$ cat config.mk
export PLATFORM = sky130hd
export DESIGN_NAME = i2c_host_command_port
export DESIGN_NICKNAME = d
export VERILOG_FILES = /design/src/design/i2c_host_command_port.sv /design/src/design/host_read_buffer.sv
export SDC_FILE = /design/constraint.sdc
export NUM_CORES = 1
export LEC_CHECK = 0
export ABC_AREA = 1
export CAP_MARGIN = 5
export CORE_MARGIN = 8
export CORE_UTILIZATION = 57
export CTS_CLUSTER_DIAMETER = 80
export CTS_CLUSTER_SIZE = 10
export DETAILED_ROUTE_END_ITERATION = 7
export DONT_BUFFER_PORTS = 1
export GPL_ROUTABILITY_DRIVEN = 0
export PLACE_DENSITY = 0.75
export RECOVER_POWER = 25
export REMOVE_ABC_BUFFERS = 1
export SLEW_MARGIN = 20
export SYNTH_ARGS = -nofsm -noshare
export SYNTH_HDL_FRONTEND = slang
export SYNTH_SLANG_ARGS = --single-unit
$ cat constraint.sdc
create_clock -name sys_clk_in -period 2.18 [get_ports sys_clk_in]
set_input_delay 0.109 -clock sys_clk_in [delete_from_list [all_inputs] [get_ports sys_clk_in]]
set_output_delay 0.109 -clock sys_clk_in [all_outputs]
set_load 0.1 [all_outputs]
$ cat src/design/i2c_host_command_port.sv
`default_nettype none

package i2c_host_pkg;
    // Clock and bus rates
    localparam int SYS_CLK_KHZ = 100000;
    localparam int FAST_KBPS = 400;
    localparam int STD_KBPS = 100;
    // A bit is four quarters; least quarter rounds up
    localparam logic [8:0] QTR_FAST_CYC =
        9'((SYS_CLK_KHZ + 4 * FAST_KBPS - 1) / (4 * FAST_KBPS));
    localparam logic [8:0] QTR_STD_CYC =
        9'((SYS_CLK_KHZ + 4 * STD_KBPS - 1) / (4 * STD_KBPS));
    // Quarter positions inside one bit
    localparam logic [1:0] Q_FALL = 2'h0;
    localparam logic [1:0] Q_DATA = 2'h1;
    localparam logic [1:0] Q_RISE = 2'h2;
    localparam logic [1:0] Q_LAST = 2'h3;
    // Bit index of the acknowledge slot
    localparam logic [3:0] ACK_SLOT = 4'h8;
    // Direction bit values
    localparam logic DIR_WRITE = 1'b0;
    localparam logic DIR_READ = 1'b1;
    // Command codes
    localparam logic [7:0] CMD_CHIP_RESET = 8'hf0;
    localparam logic [7:0] CMD_CONFIG_WRITE = 8'hd2;
    localparam logic [7:0] CMD_CHANNEL_CHOOSE = 8'hc3;
    localparam logic [7:0] CMD_POINTER_SELECT = 8'he1;
    localparam logic [7:0] CMD_LINE_RESET = 8'hb4;
    localparam logic [7:0] CMD_LINE_BYTE_WRITE = 8'ha5;
    localparam logic [7:0] CMD_LINE_BYTE_READ = 8'h96;
    localparam logic [7:0] CMD_LINE_SINGLE_BIT = 8'h87;
    localparam logic [7:0] CMD_SEARCH_TRIPLET = 8'h78;
    // Channel choice value for the first line
    localparam logic [7:0] CHANNEL_ONE = 8'he1;
    // Read buffer geometry
    localparam int RD_AW = 3;
    localparam logic [3:0] RD_ONE = 4'h1;
    localparam logic [3:0] RD_ZERO = 4'h0;

    typedef enum logic [2:0] {
        ST_IDLE, ST_START, ST_TX, ST_RX, ST_STOP
    } state_t;
    typedef enum logic [2:0] {
        SG_ADDR_W, SG_CMD, SG_PARAM, SG_ADDR_R, SG_READ
    } stage_t;

    // Known command code
    function automatic logic cmd_known(input logic [7:0] code);
        case (code)
            CMD_CHIP_RESET, CMD_CONFIG_WRITE, CMD_CHANNEL_CHOOSE,
            CMD_POINTER_SELECT, CMD_LINE_RESET, CMD_LINE_BYTE_WRITE,
            CMD_LINE_BYTE_READ, CMD_LINE_SINGLE_BIT,
            CMD_SEARCH_TRIPLET: cmd_known = 1'b1;
            default: cmd_known = 1'b0;
        endcase
    endfunction

    // Command that the device expects one parameter byte after
    function automatic logic cmd_wants_param(input logic [7:0] code);
        case (code)
            CMD_CONFIG_WRITE, CMD_CHANNEL_CHOOSE, CMD_POINTER_SELECT,
            CMD_LINE_BYTE_WRITE, CMD_LINE_SINGLE_BIT,
            CMD_SEARCH_TRIPLET: cmd_wants_param = 1'b1;
            default: cmd_wants_param = 1'b0;
        endcase
    endfunction
endpackage

// Overview of operation
// - Bit timing selectable for 100 kbps or 400 kbps.
// - This host makes every clock pulse, START, STOP and byte count.
// - Bytes go most significant bit first, each followed by an ack slot.
// - Last address bit: 0 writes to device, 1 reads from it.
// - START is data falling while clock stays high.
// - STOP is data rising while clock stays high.
// - Repeated START joins write phase to read phase without STOP.
// - Data changes only with clock low; sampled while clock high.
// - Acknowledger holds data low through the ninth pulse; host pulses it.
// - After any missing ack the host ends with STOP first.
// - Host leaves the final read byte unacknowledged, then STOP.
// - Pointer select command precedes a read of another register.
// - Codes: chip reset f0, config write d2, channel choose c3.
// - Codes: pointer select e1, line reset b4, byte write a5.
// - Codes: byte read 96, single bit 87, search triplet 78.
// - On refused command code the host stops at once.
// - Channel value e1 selects the first line and is acknowledged.
module i2c_host_command_port #(
    parameter logic [3:0] ADDR_FIXED = 4'h3 // Arbitrary upper address bits
) (
    input wire logic sys_clk_in,            // 100 MHz system clock
    input wire logic resetn_in,             // Async reset, active low
    input wire logic clk_en_in,             // Freezes all state while low
    input wire logic std_mode_in,           // 1 selects 100 kbps timing
    input wire logic [2:0] addr_sel_in,     // Device address pin levels
    input wire logic cmd_valid_in,          // Request strobe
    input wire logic cmd_write_in,          // 1 sends a command first
    input wire logic [7:0] cmd_code_in,     // Command code
    input wire logic [7:0] cmd_param_in,    // Parameter byte
    input wire logic [3:0] rd_count_in,     // Bytes to read back
    input wire logic [2:0] rd_index_in,     // Read buffer index
    output logic cmd_ready_out,             // Idle and able to take
    output logic done_out,                  // Transaction finished pulse
    output logic reject_out,                // Unknown code refused pulse
    output logic nack_out,                  // Last transaction was refused
    output logic [2:0] nack_stage_out,      // Byte that was refused
    output logic [3:0] rd_got_out,          // Bytes stored last read
    output logic [7:0] rd_data_out,         // Buffered read byte
    input wire logic scl_in,                // Clock line level
    output logic scl_out,                   // Clock line drive value
    output logic scl_oe_out,                // Clock line pull low
    input wire logic sda_in,                // Data line level
    output logic sda_out,                   // Data line drive value
    output logic sda_oe_out                 // Data line pull low
);
    i2c_host_pkg::state_t state_reg;
    i2c_host_pkg::stage_t stage_reg;
    logic [8:0] qcnt_reg;
    logic [1:0] quarter_reg;
    logic [3:0] bit_reg;
    logic [7:0] shift_reg;
    logic [7:0] rx_reg;
    logic [7:0] code_reg;
    logic [7:0] param_reg;
    logic has_param_reg;
    logic [3:0] rd_left_reg;
    logic [3:0] rd_cnt_reg;
    logic [2:0] sel_reg;
    logic std_reg;
    logic from_idle_reg;
    logic acked_reg;
    logic scl_m_reg, scl_s_reg, sda_m_reg, sda_s_reg;
    logic [8:0] qlimit;
    logic tick, adv, unit_end, sample;
    logic scl_low_c, sda_low_c, buf_wr;
    logic [7:0] addr_w_byte, addr_r_byte;

    // Address bytes built from fixed bits and the pin levels
    assign addr_w_byte = {ADDR_FIXED, sel_reg, i2c_host_pkg::DIR_WRITE};
    assign addr_r_byte = {ADDR_FIXED, sel_reg, i2c_host_pkg::DIR_READ};

    // Two-flop synchronisers for the bus lines
    always_ff @(posedge sys_clk_in or negedge resetn_in) begin
        if (!resetn_in) begin
            scl_m_reg <= 1'b1;
            scl_s_reg <= 1'b1;
            sda_m_reg <= 1'b1;
            sda_s_reg <= 1'b1;
        end else if (clk_en_in) begin
            scl_m_reg <= scl_in;
            scl_s_reg <= scl_m_reg;
            sda_m_reg <= sda_in;
            sda_s_reg <= sda_m_reg;
        end
    end

    // Quarter-bit timer; a slow-rising clock line holds the high phase
    assign qlimit = std_reg ? i2c_host_pkg::QTR_STD_CYC
                            : i2c_host_pkg::QTR_FAST_CYC;
    assign tick = (qcnt_reg == qlimit - 9'h001);
    assign adv = tick && !(quarter_reg == i2c_host_pkg::Q_RISE && !scl_s_reg);
    assign unit_end = adv && quarter_reg == i2c_host_pkg::Q_LAST;
    assign sample = adv && quarter_reg == i2c_host_pkg::Q_RISE;

    always_ff @(posedge sys_clk_in or negedge resetn_in) begin
        if (!resetn_in) begin
            qcnt_reg <= 9'h000;
            quarter_reg <= i2c_host_pkg::Q_FALL;
        end else if (clk_en_in) begin
            if (state_reg == i2c_host_pkg::ST_IDLE) begin
                qcnt_reg <= 9'h000;
                quarter_reg <= i2c_host_pkg::Q_FALL;
            end else if (tick) begin
                qcnt_reg <= 9'h000;
                if (adv) begin
                    quarter_reg <= quarter_reg + 2'h1;
                end
            end else begin
                qcnt_reg <= qcnt_reg + 9'h001;
            end
        end
    end

    // Line levels wanted in each quarter
    always_comb begin
        scl_low_c = 1'b0;
        sda_low_c = 1'b0;
        case (state_reg)
            i2c_host_pkg::ST_START: begin
                // Data drops while clock is high; lifts both first
                scl_low_c = !from_idle_reg && quarter_reg < i2c_host_pkg::Q_RISE;
                sda_low_c = quarter_reg == i2c_host_pkg::Q_LAST;
            end
            i2c_host_pkg::ST_TX: begin
                scl_low_c = quarter_reg < i2c_host_pkg::Q_RISE;
                // Ack slot released so the device can answer
                sda_low_c = bit_reg != i2c_host_pkg::ACK_SLOT
                            && !shift_reg[7];
            end
            i2c_host_pkg::ST_RX: begin
                scl_low_c = quarter_reg < i2c_host_pkg::Q_RISE;
                // Ack all but the last byte
                sda_low_c = bit_reg == i2c_host_pkg::ACK_SLOT
                            && rd_left_reg > i2c_host_pkg::RD_ONE;
            end
            i2c_host_pkg::ST_STOP: begin
                scl_low_c = quarter_reg < i2c_host_pkg::Q_RISE;
                sda_low_c = quarter_reg != i2c_host_pkg::Q_LAST;
            end
            default: begin
                scl_low_c = 1'b0;
                sda_low_c = 1'b0;
            end
        endcase
    end

    // Pin flops; data held on the falling quarter to keep hold time
    always_ff @(posedge sys_clk_in or negedge resetn_in) begin
        if (!resetn_in) begin
            scl_oe_out <= 1'b0;
            sda_oe_out <= 1'b0;
        end else if (clk_en_in) begin
            scl_oe_out <= scl_low_c;
            if (!(quarter_reg == i2c_host_pkg::Q_FALL &&
                  state_reg != i2c_host_pkg::ST_IDLE)) begin
                sda_oe_out <= sda_low_c;
            end
        end
    end
    // Open-drain style: only ever pull low
    assign scl_out = 1'b0;
    assign sda_out = 1'b0;

    // Read byte stored at the end of its ack slot
    assign buf_wr = unit_end && state_reg == i2c_host_pkg::ST_RX &&
                    bit_reg == i2c_host_pkg::ACK_SLOT;

    // Transaction sequencer
    always_ff @(posedge sys_clk_in or negedge resetn_in) begin
        if (!resetn_in) begin
            state_reg <= i2c_host_pkg::ST_IDLE;
            stage_reg <= i2c_host_pkg::SG_ADDR_W;
            bit_reg <= 4'h0;
            shift_reg <= 8'hff;
            rx_reg <= 8'h00;
            code_reg <= 8'h00;
            param_reg <= 8'h00;
            has_param_reg <= 1'b0;
            rd_left_reg <= 4'h0;
            sel_reg <= 3'h0;
            std_reg <= 1'b0;
            from_idle_reg <= 1'b1;
            acked_reg <= 1'b0;
        end else if (clk_en_in) begin
            case (state_reg)
                i2c_host_pkg::ST_IDLE: begin
                    if (cmd_valid_in && (!cmd_write_in ||
                        i2c_host_pkg::cmd_known(cmd_code_in))) begin
                        sel_reg <= addr_sel_in;
                        std_reg <= std_mode_in;
                        code_reg <= cmd_code_in;
                        param_reg <= cmd_param_in;
                        has_param_reg <=
                            i2c_host_pkg::cmd_wants_param(cmd_code_in);
                        // A bare read always fetches at least one byte
                        rd_left_reg <= (!cmd_write_in &&
                            rd_count_in == i2c_host_pkg::RD_ZERO) ?
                            i2c_host_pkg::RD_ONE : rd_count_in;
                        from_idle_reg <= 1'b1;
                        stage_reg <= cmd_write_in ? i2c_host_pkg::SG_ADDR_W
                                                  : i2c_host_pkg::SG_ADDR_R;
                        state_reg <= i2c_host_pkg::ST_START;
                    end
                end
                i2c_host_pkg::ST_START: begin
                    if (unit_end) begin
                        bit_reg <= 4'h0;
                        // Address byte loaded late so sel_reg has settled
                        shift_reg <= stage_reg == i2c_host_pkg::SG_ADDR_W ?
                                     addr_w_byte : addr_r_byte;
                        state_reg <= i2c_host_pkg::ST_TX;
                    end
                end
                i2c_host_pkg::ST_TX: begin
                    if (sample && bit_reg == i2c_host_pkg::ACK_SLOT) begin
                        acked_reg <= !sda_s_reg;
                    end
                    if (unit_end) begin
                        if (bit_reg != i2c_host_pkg::ACK_SLOT) begin
                            shift_reg <= {shift_reg[6:0], 1'b1};
                            bit_reg <= bit_reg + 4'h1;
                        end else if (!acked_reg) begin
                            // Refusal ends the frame at once
                            state_reg <= i2c_host_pkg::ST_STOP;
                        end else begin
                            bit_reg <= 4'h0;
                            case (stage_reg)
                                i2c_host_pkg::SG_ADDR_W: begin
                                    stage_reg <= i2c_host_pkg::SG_CMD;
                                    shift_reg <= code_reg;
                                end
                                i2c_host_pkg::SG_CMD: begin
                                    if (has_param_reg) begin
                                        stage_reg <= i2c_host_pkg::SG_PARAM;
                                        shift_reg <= param_reg;
                                    end else if (rd_left_reg !=
                                                 i2c_host_pkg::RD_ZERO) begin
                                        from_idle_reg <= 1'b0;
                                        stage_reg <= i2c_host_pkg::SG_ADDR_R;
                                        shift_reg <= addr_r_byte;
                                        state_reg <= i2c_host_pkg::ST_START;
                                    end else begin
                                        state_reg <= i2c_host_pkg::ST_STOP;
                                    end
                                end
                                i2c_host_pkg::SG_PARAM: begin
                                    if (rd_left_reg != i2c_host_pkg::RD_ZERO) begin
                                        from_idle_reg <= 1'b0;
                                        stage_reg <= i2c_host_pkg::SG_ADDR_R;
                                        shift_reg <= addr_r_byte;
                                        state_reg <= i2c_host_pkg::ST_START;
                                    end else begin
                                        state_reg <= i2c_host_pkg::ST_STOP;
                                    end
                                end
                                i2c_host_pkg::SG_ADDR_R: begin
                                    stage_reg <= i2c_host_pkg::SG_READ;
                                    state_reg <= i2c_host_pkg::ST_RX;
                                end
                                default: begin
                                    state_reg <= i2c_host_pkg::ST_STOP;
                                end
                            endcase
                        end
                    end
                end
                i2c_host_pkg::ST_RX: begin
                    if (sample && bit_reg != i2c_host_pkg::ACK_SLOT) begin
                        rx_reg <= {rx_reg[6:0], sda_s_reg};
                    end
                    if (unit_end) begin
                        if (bit_reg != i2c_host_pkg::ACK_SLOT) begin
                            bit_reg <= bit_reg + 4'h1;
                        end else begin
                            bit_reg <= 4'h0;
                            rd_left_reg <= rd_left_reg - 4'h1;
                            if (rd_left_reg <= i2c_host_pkg::RD_ONE) begin
                                state_reg <= i2c_host_pkg::ST_STOP;
                            end
                        end
                    end
                end
                i2c_host_pkg::ST_STOP: begin
                    if (unit_end) begin
                        state_reg <= i2c_host_pkg::ST_IDLE;
                    end
                end
                default: begin
                    state_reg <= i2c_host_pkg::ST_IDLE;
                end
            endcase
        end
    end

    // Status: pulses, refusal record and read count
    always_ff @(posedge sys_clk_in or negedge resetn_in) begin
        if (!resetn_in) begin
            done_out <= 1'b0;
            reject_out <= 1'b0;
            nack_out <= 1'b0;
            nack_stage_out <= 3'h0;
            rd_cnt_reg <= 4'h0;
        end else if (clk_en_in) begin
            done_out <= unit_end && state_reg == i2c_host_pkg::ST_STOP;
            reject_out <= state_reg == i2c_host_pkg::ST_IDLE &&
                cmd_valid_in && cmd_write_in &&
                !i2c_host_pkg::cmd_known(cmd_code_in);
            if (state_reg == i2c_host_pkg::ST_IDLE && cmd_valid_in) begin
                nack_out <= 1'b0;
                rd_cnt_reg <= 4'h0;
            end else if (unit_end && state_reg == i2c_host_pkg::ST_TX &&
                         bit_reg == i2c_host_pkg::ACK_SLOT && !acked_reg) begin
                nack_out <= 1'b1;
                nack_stage_out <= 3'(stage_reg);
            end
            if (buf_wr) begin
                rd_cnt_reg <= rd_cnt_reg + 4'h1;
            end
        end
    end
    assign rd_got_out = rd_cnt_reg;
    // Ready only while idle; bursts must wait for done
    assign cmd_ready_out = state_reg == i2c_host_pkg::ST_IDLE;

    // Read bytes kept for the user; wraps past eight
    host_read_buffer #(
        .DATA_W(8),
        .ADDR_W(i2c_host_pkg::RD_AW)
    ) u_rd_buf (
        .clk_in(sys_clk_in),
        .clk_en_in(clk_en_in),
        .wr_en_in(buf_wr),
        .wr_addr_in(rd_cnt_reg[2:0]),
        .wr_data_in(rx_reg),
        .rd_addr_in(rd_index_in),
        .rd_data_out(rd_data_out)
    );
endmodule

`default_nettype wire

$ cat src/design/host_read_buffer.sv
`default_nettype none

// Small store for bytes read back from the device, registered read port
module host_read_buffer #(
    parameter int DATA_W = 8,
    parameter int ADDR_W = 3
) (
    input wire logic clk_in,                  // System clock
    input wire logic clk_en_in,               // Freezes the store while low
    input wire logic wr_en_in,                // Write strobe
    input wire logic [ADDR_W-1:0] wr_addr_in, // Write index
    input wire logic [DATA_W-1:0] wr_data_in, // Write data
    input wire logic [ADDR_W-1:0] rd_addr_in, // Read index
    output logic [DATA_W-1:0] rd_data_out     // Registered read data
);
    logic [DATA_W-1:0] mem_reg [0:(1<<ADDR_W)-1];

    // Plain storage, no reset needed on the array itself
    always_ff @(posedge clk_in) begin
        if (clk_en_in && wr_en_in) begin
            mem_reg[wr_addr_in] <= wr_data_in;
        end
    end

    // Read data from a flop so the output never glitches
    always_ff @(posedge clk_in) begin
        if (clk_en_in) begin
            rd_data_out <= mem_reg[rd_addr_in];
        end
    end
endmodule

`default_nettype wire

# [After elaboration in Yosys (flattened, before gate mapping)]
# Memories as Yosys holds them, arrays and structs flattened. A register that Yosys moved wholly into a read port is not among the register bits.
# Cells that the tools add are included.
[totals] register_bits=80 ram_bits=64 out_inout_bits=23 wordCells=208 mem_count=1
[op_classes] add_sub_neg=6 n_lt_le_gt_ge=3 n_eq_ne=38 n_mux=70 n_bitwise=2 reduce_logical=62
[memory_table] name="u_rd_buf.mem_reg" depth=8 word_bits=8 read_ports=1 rd_clocked_by_memory_dff=1 wr=1 line="host_read_buffer.sv:16" text="logic [DATA_W-1:0] mem_reg [0:(1<<ADDR_W)-1];"
[ops] op="$eq 8x8->1 const B" n=8
[ops] op="$mux 8" n=7
[ops] op="$mux 3" n=17
[ops] op="$mux 4" n=12
[ops] op="$pmux 3 s4" n=2
[ops] op="$pmux 8 s3" n=1
[ops] op="$logic_and 1x1->1" n=22
[ops] op="$mux 9" n=2
[ops] op="$mux 1" n=16
[ops] op="$ne 2x2->1 const B" n=8
[ops] op="$pmux 8 s2" n=1
[ops] op="$pmux 3 s5" n=1
[ops] op="$reduce_and 3->1" n=5
[ops] op="$reduce_bool 2->1" n=7
[ops] op="$eq 3x2->1 const B" n=4
[ops] op="$pmux 4 s3" n=1
[ops] op="$reduce_and 6->1" n=2
[ops] op="$reduce_and 11->1" n=1
[ops] op="$add 9x1->9 const B" n=1
[ops] op="$eq 9x9->1" n=1
[ops] op="$ne 3x3->1 const B" n=3
[ops] op="$reduce_or 9->1" n=1
[ops] op="$sub 8x1->9 const B" n=1
[ops] op="$add 4x1->4 const B" n=2
[ops] op="other kinds (34)" n=55

# [Longest topological paths before layout]
[logic_depth] word_depth=10 ltp_mapped=14 ltp_nobuf=14

# [By module]
# Synthesis repeated with hierarchy kept, for this count alone.
[unflattened] cells_unflattened=917 hier_area_um2=7787.5
[modules_own_cells] module="i2c_host_command_port" n_inst=1 cells_per_inst=615 area_per_inst_um2=4655.7 seq_area_each_um2=2018.2
[modules_own_cells] module="host_read_buffer" n_inst=1 cells_per_inst=302 area_per_inst_um2=3131.8 seq_area_each_um2=2162.1

# [Least setup slack after synthesis]
# No wires, ideal clock.
[synth_timing] kind="register -> register" startpoint="reg quarter_reg[0]" endpoint="mem u_rd_buf.mem_reg[1][0], enable pin" setup_time_ps=383 t_arrival_ps=1917 required_ps=1797 setup_slack_ps=-121 path_stages_with_launch=8 n_path_buf=0 period_less_slack_ps=2301 path_cell_list="dfrtp_1 inv_1 ha_1 nand2_1 nand4_4 nor2_8 nand3_4 nor3_1"
[synth_via] elab_chain_cells=10 elab_cells_between_ends=11 classes_between="eq/ne (2); mux (2); reduce/logical (7)"
[synth_lines] item="start, declared" line="i2c_host_command_port.sv:118" text="logic [1:0] quarter_reg;"
[synth_lines] item="start signal, assigned" line="i2c_host_command_port.sv:167" text="quarter_reg <= i2c_host_pkg::Q_FALL;"
[synth_lines] item="start signal, assigned" line="i2c_host_command_port.sv:171" text="quarter_reg <= i2c_host_pkg::Q_FALL;"
[synth_lines] item="start signal, assigned" line="i2c_host_command_port.sv:175" text="quarter_reg <= quarter_reg + 2'h1;"
[synth_lines] item="$eq 2x2->1" line="i2c_host_command_port.sv:160" text="assign adv = tick && !(quarter_reg == i2c_host_pkg::Q_RISE && !scl_s_reg);"
[synth_lines] item="$logic_and 1x1->1" line="i2c_host_command_port.sv:160"
[synth_lines] item="$logic_not 1->1" line="i2c_host_command_port.sv:160"
[synth_lines] item="$logic_and 1x1->1" line="i2c_host_command_port.sv:160"
[synth_lines] item="$logic_and 1x1->1 (*)" line="i2c_host_command_port.sv:161" text="assign unit_end = adv && quarter_reg == i2c_host_pkg::Q_LAST;"
[synth_lines] item="$logic_and 1x1->1 (*) (2 in a row)" line="i2c_host_command_port.sv:234" text="assign buf_wr = unit_end && state_reg == i2c_host_pkg::ST_RX &&"
[synth_lines] item="$logic_and 1x1->1 (*)" line="host_read_buffer.sv:20" text="if (clk_en_in && wr_en_in) begin"
[synth_lines] item="$mux 1 (*)" line="host_read_buffer.sv:20"
[synth_lines] item="$mux 1 (not written as such) (*)" line="host_read_buffer.sv:21" text="mem_reg[wr_addr_in] <= wr_data_in;"
[synth_lines] item="end, declared" line="host_read_buffer.sv:16"
# Every way passes the cells marked *; elsewhere a longest branch is shown, timed or not.

# [Worst setup path after layout]
[layout_timing] startpoint="reg state_reg[2]" endpoint="mem u_rd_buf.mem_reg[5][3], enable pin"
[layout_via] elab_chain_cells=6
[layout_lines] item="start, declared" line="i2c_host_command_port.sv:115" text="i2c_host_pkg::state_t state_reg;"
[layout_lines] item="start signal, assigned" line="i2c_host_command_port.sv:240" text="state_reg <= i2c_host_pkg::ST_IDLE;"
[layout_lines] item="start signal, assigned" line="i2c_host_command_port.sv:271" text="state_reg <= i2c_host_pkg::ST_START;"
[layout_lines] item="start signal, assigned" line="i2c_host_command_port.sv:280" text="state_reg <= i2c_host_pkg::ST_TX;"
[layout_lines] item="$eq 3x2->1" line="i2c_host_command_port.sv:234"
[layout_lines] item="$logic_and 1x1->1 (2 in a row)" line="i2c_host_command_port.sv:234"
[layout_lines] item="$logic_and 1x1->1" line="host_read_buffer.sv:20"
[layout_lines] item="$mux 1" line="host_read_buffer.sv:20"
[layout_lines] item="$mux 1 (not written as such)" line="host_read_buffer.sv:21"
# No other way between the ends.

==> flow_summary.ini <==
[status]
outcome = finished, final reports clean

[power]
sw_frac_of_total_pct = 37.8
leakage_nw = 3.89
p_seq_share_pct = 40.6
p_comb_share_pct = 28.7
power_frac_clock_pct = 30.7
powerDensity_nw_per_um2 = 1080
switching_power_mw = 3.50
p_int_mw = 5.76
irDropWorstVdd_mv = 0.771

[cells_and_area]
nets = 888
utilization_pct = 68.2
diodes = 0
areaGrowthSynthToFinish_pct = 17.2
finalInstanceArea_um2 = 8570
stdcell_count = 1030
largest_reg_flops = 64
fillers = 947
seq_area_um2 = 4180
drive_gt1_share_pct = 15.4
multi_input_area_um2 = 2740

[clocking]
root_buffer = clkbuf_16
clk_path_buf_depth = 2
cts_buffers = 17
cts_tree = done
path_clk_slew_ps = 60
clock-sinks = 152
htree_levels = 4
clk_latency_ps = 430

[timing]
slew-limit-headroom_pct = 27.1
clock_skew_ps = 12.8
hold_slack_ps = 19.0
setup_tns_ps = 0
finalCritPeriodShare_pct = 93.2
setup_viol = 0
finalMaxSlewViolations = 0
tightest_slew_ps = 1090
finalHoldViolCount = 0
max_freq_mhz = 492
rsz0062_at_grt = false
post-route-min-period_ps = 2030

[critical_path]
rr_worst_depth = 8
crit_type = flop to flop
cp_max_fo = 8
cp_cell_sequence = inv_1, nand2_1, nor2_4, nand2_1, inv_2, nand3_4, nor3_1, buf_4
worstSetupStartpointType = flop
max_stage_delay_ps = 370
slowest_stage = dfrtp_1
required_ps = 2320
arrival_ps = 2170
crit_top_cell = nand2_1
crit_path_end_kind = flop

[floorplanning]
die_area_um2 = 16700
ios = 57
initial_utilization_pct = 58.1
core-area_um2 = 12600
num_rows = 41
dieWidth_um = 129
die_h_um = 129

[grt]
grt-ovfl-total = 0
use_met2_pct = 38.6
first_global_vias = 5823
grtUsageMet1_pct = 24.7
grt_pass1_wl_um = 28500
use_met3_pct = 5.92
grt_usage_pct = 22.0
grt_antenna_before_repair = 0
grt-busiest-layer = met2
grt_start_max_net_pins = 81

[place]
port_buffers = 0
dp_hpwl_um = 11700
place_area_um2 = 7630
place_inst = 963

[routing]
totalWireLength_um = 17500
antenna_left = 0
wl_per_cell_um = 17.0
via_per_inst = 5.59
drt_iter0_drc = 416
first_pass_iters = 5
drc = 0
via_count = 5759

[logic_synthesis]
synth-seq-area-share_pct = 57.2
yosysTopAreaCell = edfxtp_1
synth_top_area_share_pct = 29.6
synth_cells = 782
synthesis.area_um2 = 7310
avgSynthCellArea_um2 = 9.35
yosysWarnings = 0
ys_ff_latch = 152
synth_edf_count = 72
async_flop_share_pct = 52.6
synthTopCellsByArea = edfxtp_1 (30%), dfrtp_1 (23%), nand2_1 (9.8%)
synthFlopType = edfxtp_1
synth_cell_types = 44

[min_path]
hold_path_class = input pin to flop
min_path_cells = 3

[flow_run]
maxCapViolations = 0
[cell usage in the layout, fill, tap and decap left out, types with 4 or more instances in the layout]
cell,n
dlygate4sd3_1,32
xor2_1,8
buf_4,31
o21ai_1,9
a21oi_1,8
o21ai_2,14
edfxtp_1,72
nand2_2,8
inv_2,11
nand2_1,190
clkbuf_16,19
inv_1,63
dfrtp_1,66
dfstp_2,13
o21ai_0,74
ha_1,9
clkinv_4,5
a31oi_1,8
a21oi_2,4
nor2_1,98
nand4_1,13
nand3_1,38
o22ai_1,10
nor3_1,11
[cell type report]
type	instances	area share, %
clock buffers	19	5.55
repair buffers	65	6.69
clock inverters	13	1.27
flip-flops and latches	152	48.8
multi-input cells	535	31.9
well taps	172	2.51
inverters	74	3.24
[metal layers]
metal  routed length (um)  vias to the layer above  part of all wire (%)
met5                    0                        -                     0
met4                  534                        0                   3.1
met3                 1100                       44                   6.3
met2                 9080                      223                    52
met1                 6790                     2749                    39
li1                     -                     2743                     -
[final timing paths]
| kind | end | start | slack [ps] |
|---|---|---|---|
| min in group asynchronous | param_reg[7] | resetn_in | 460 |
| setup reg to reg | u_rd_buf.mem_reg[5][3] | state_reg[2] | 150 |
| hold reg to reg | scl_m_reg | scl_m_reg | 460 |
| hold / removal | u_rd_buf.rd_data_out[1] | rd_index_in[1] | 20 |
| setup / recovery | u_rd_buf.mem_reg[5][3] | state_reg[2] | 150 |
| max in group asynchronous | state_reg[0] | resetn_in | 970 |
[critical path: cells and delay by family (launching register included)]
kind | cells | cell delay, ps
flops | 1 | 370
simple gates | 5 | 860
buf+inv | 3 | 510
[stage by stage]
stage          power, mW  setup WS [ps]
3_5_place_dp        6.32           99.8
2_1_floorplan       5.64           -121
6_report            9.25            148
4_1_cts             9.27           11.4
5_1_grt             9.73          0.848
3_3_place_gp        6.23            194
[synthesized netlist by cell type (4+ instances only)]
cell type and instances:
nand3_1 38, nand2_1 191, o21ai_1 9, buf_4 5, xor2_1 8, nor3_1 11
dfrtp_1 67, nand2_2 7, o22ai_1 10, o21ai_0 74, clkbuf_1 11, edfxtp_1 72
a21oi_2 4, o21ai_2 14, a31oi_1 8, dfstp_2 13, nand4_1 13, inv_2 11
a21oi_1 8, nor2_1 98, inv_1 63, ha_1 9
[power by group through the flow]
| stage | Sequential [mW] | Clock (mW) | Combinational (mW) |
|---|---|---|---|
| floorplan | 4.10 | 0 | 1.54 |
| global placement | 3.78 | 0 | 2.45 |
| detailed placement | 3.79 | 0 | 2.53 |
| CTS | 3.74 | 2.88 | 2.64 |
| global route | 3.80 | 2.99 | 2.94 |
| finish | 3.76 | 2.84 | 2.66 |
[cell families (layout without fill, tap and decap cells)]
| logic type | count (synthesis) | count (layout) | share of synthesized area, % |
|---|---|---|---|
| compound gates | 137 | 137 | 11.1 |
| xor+xnor | 10 | 10 | 1.20 |
| fa+ha+maj | 9 | 9 | 1.54 |
| buf+inv | 96 | 171 | 5.46 |
| flops | 152 | 152 | 57.2 |
| mux | 1 | 1 | 0.154 |
| other cells | 1 | 2 | 0.0513 |
| simple gates | 376 | 376 | 23.2 |
[repair_timing]
action / 4_1_cts / 5_1_grt
resized for setup: 0 / 3
buffers inserted: 0 / 1
hold buffers: 34 / 0
endpoints found under the setup margin: 0 / 64
hold endpoints to repair: 129 / 0
Power figures use the tool's default switching activity.
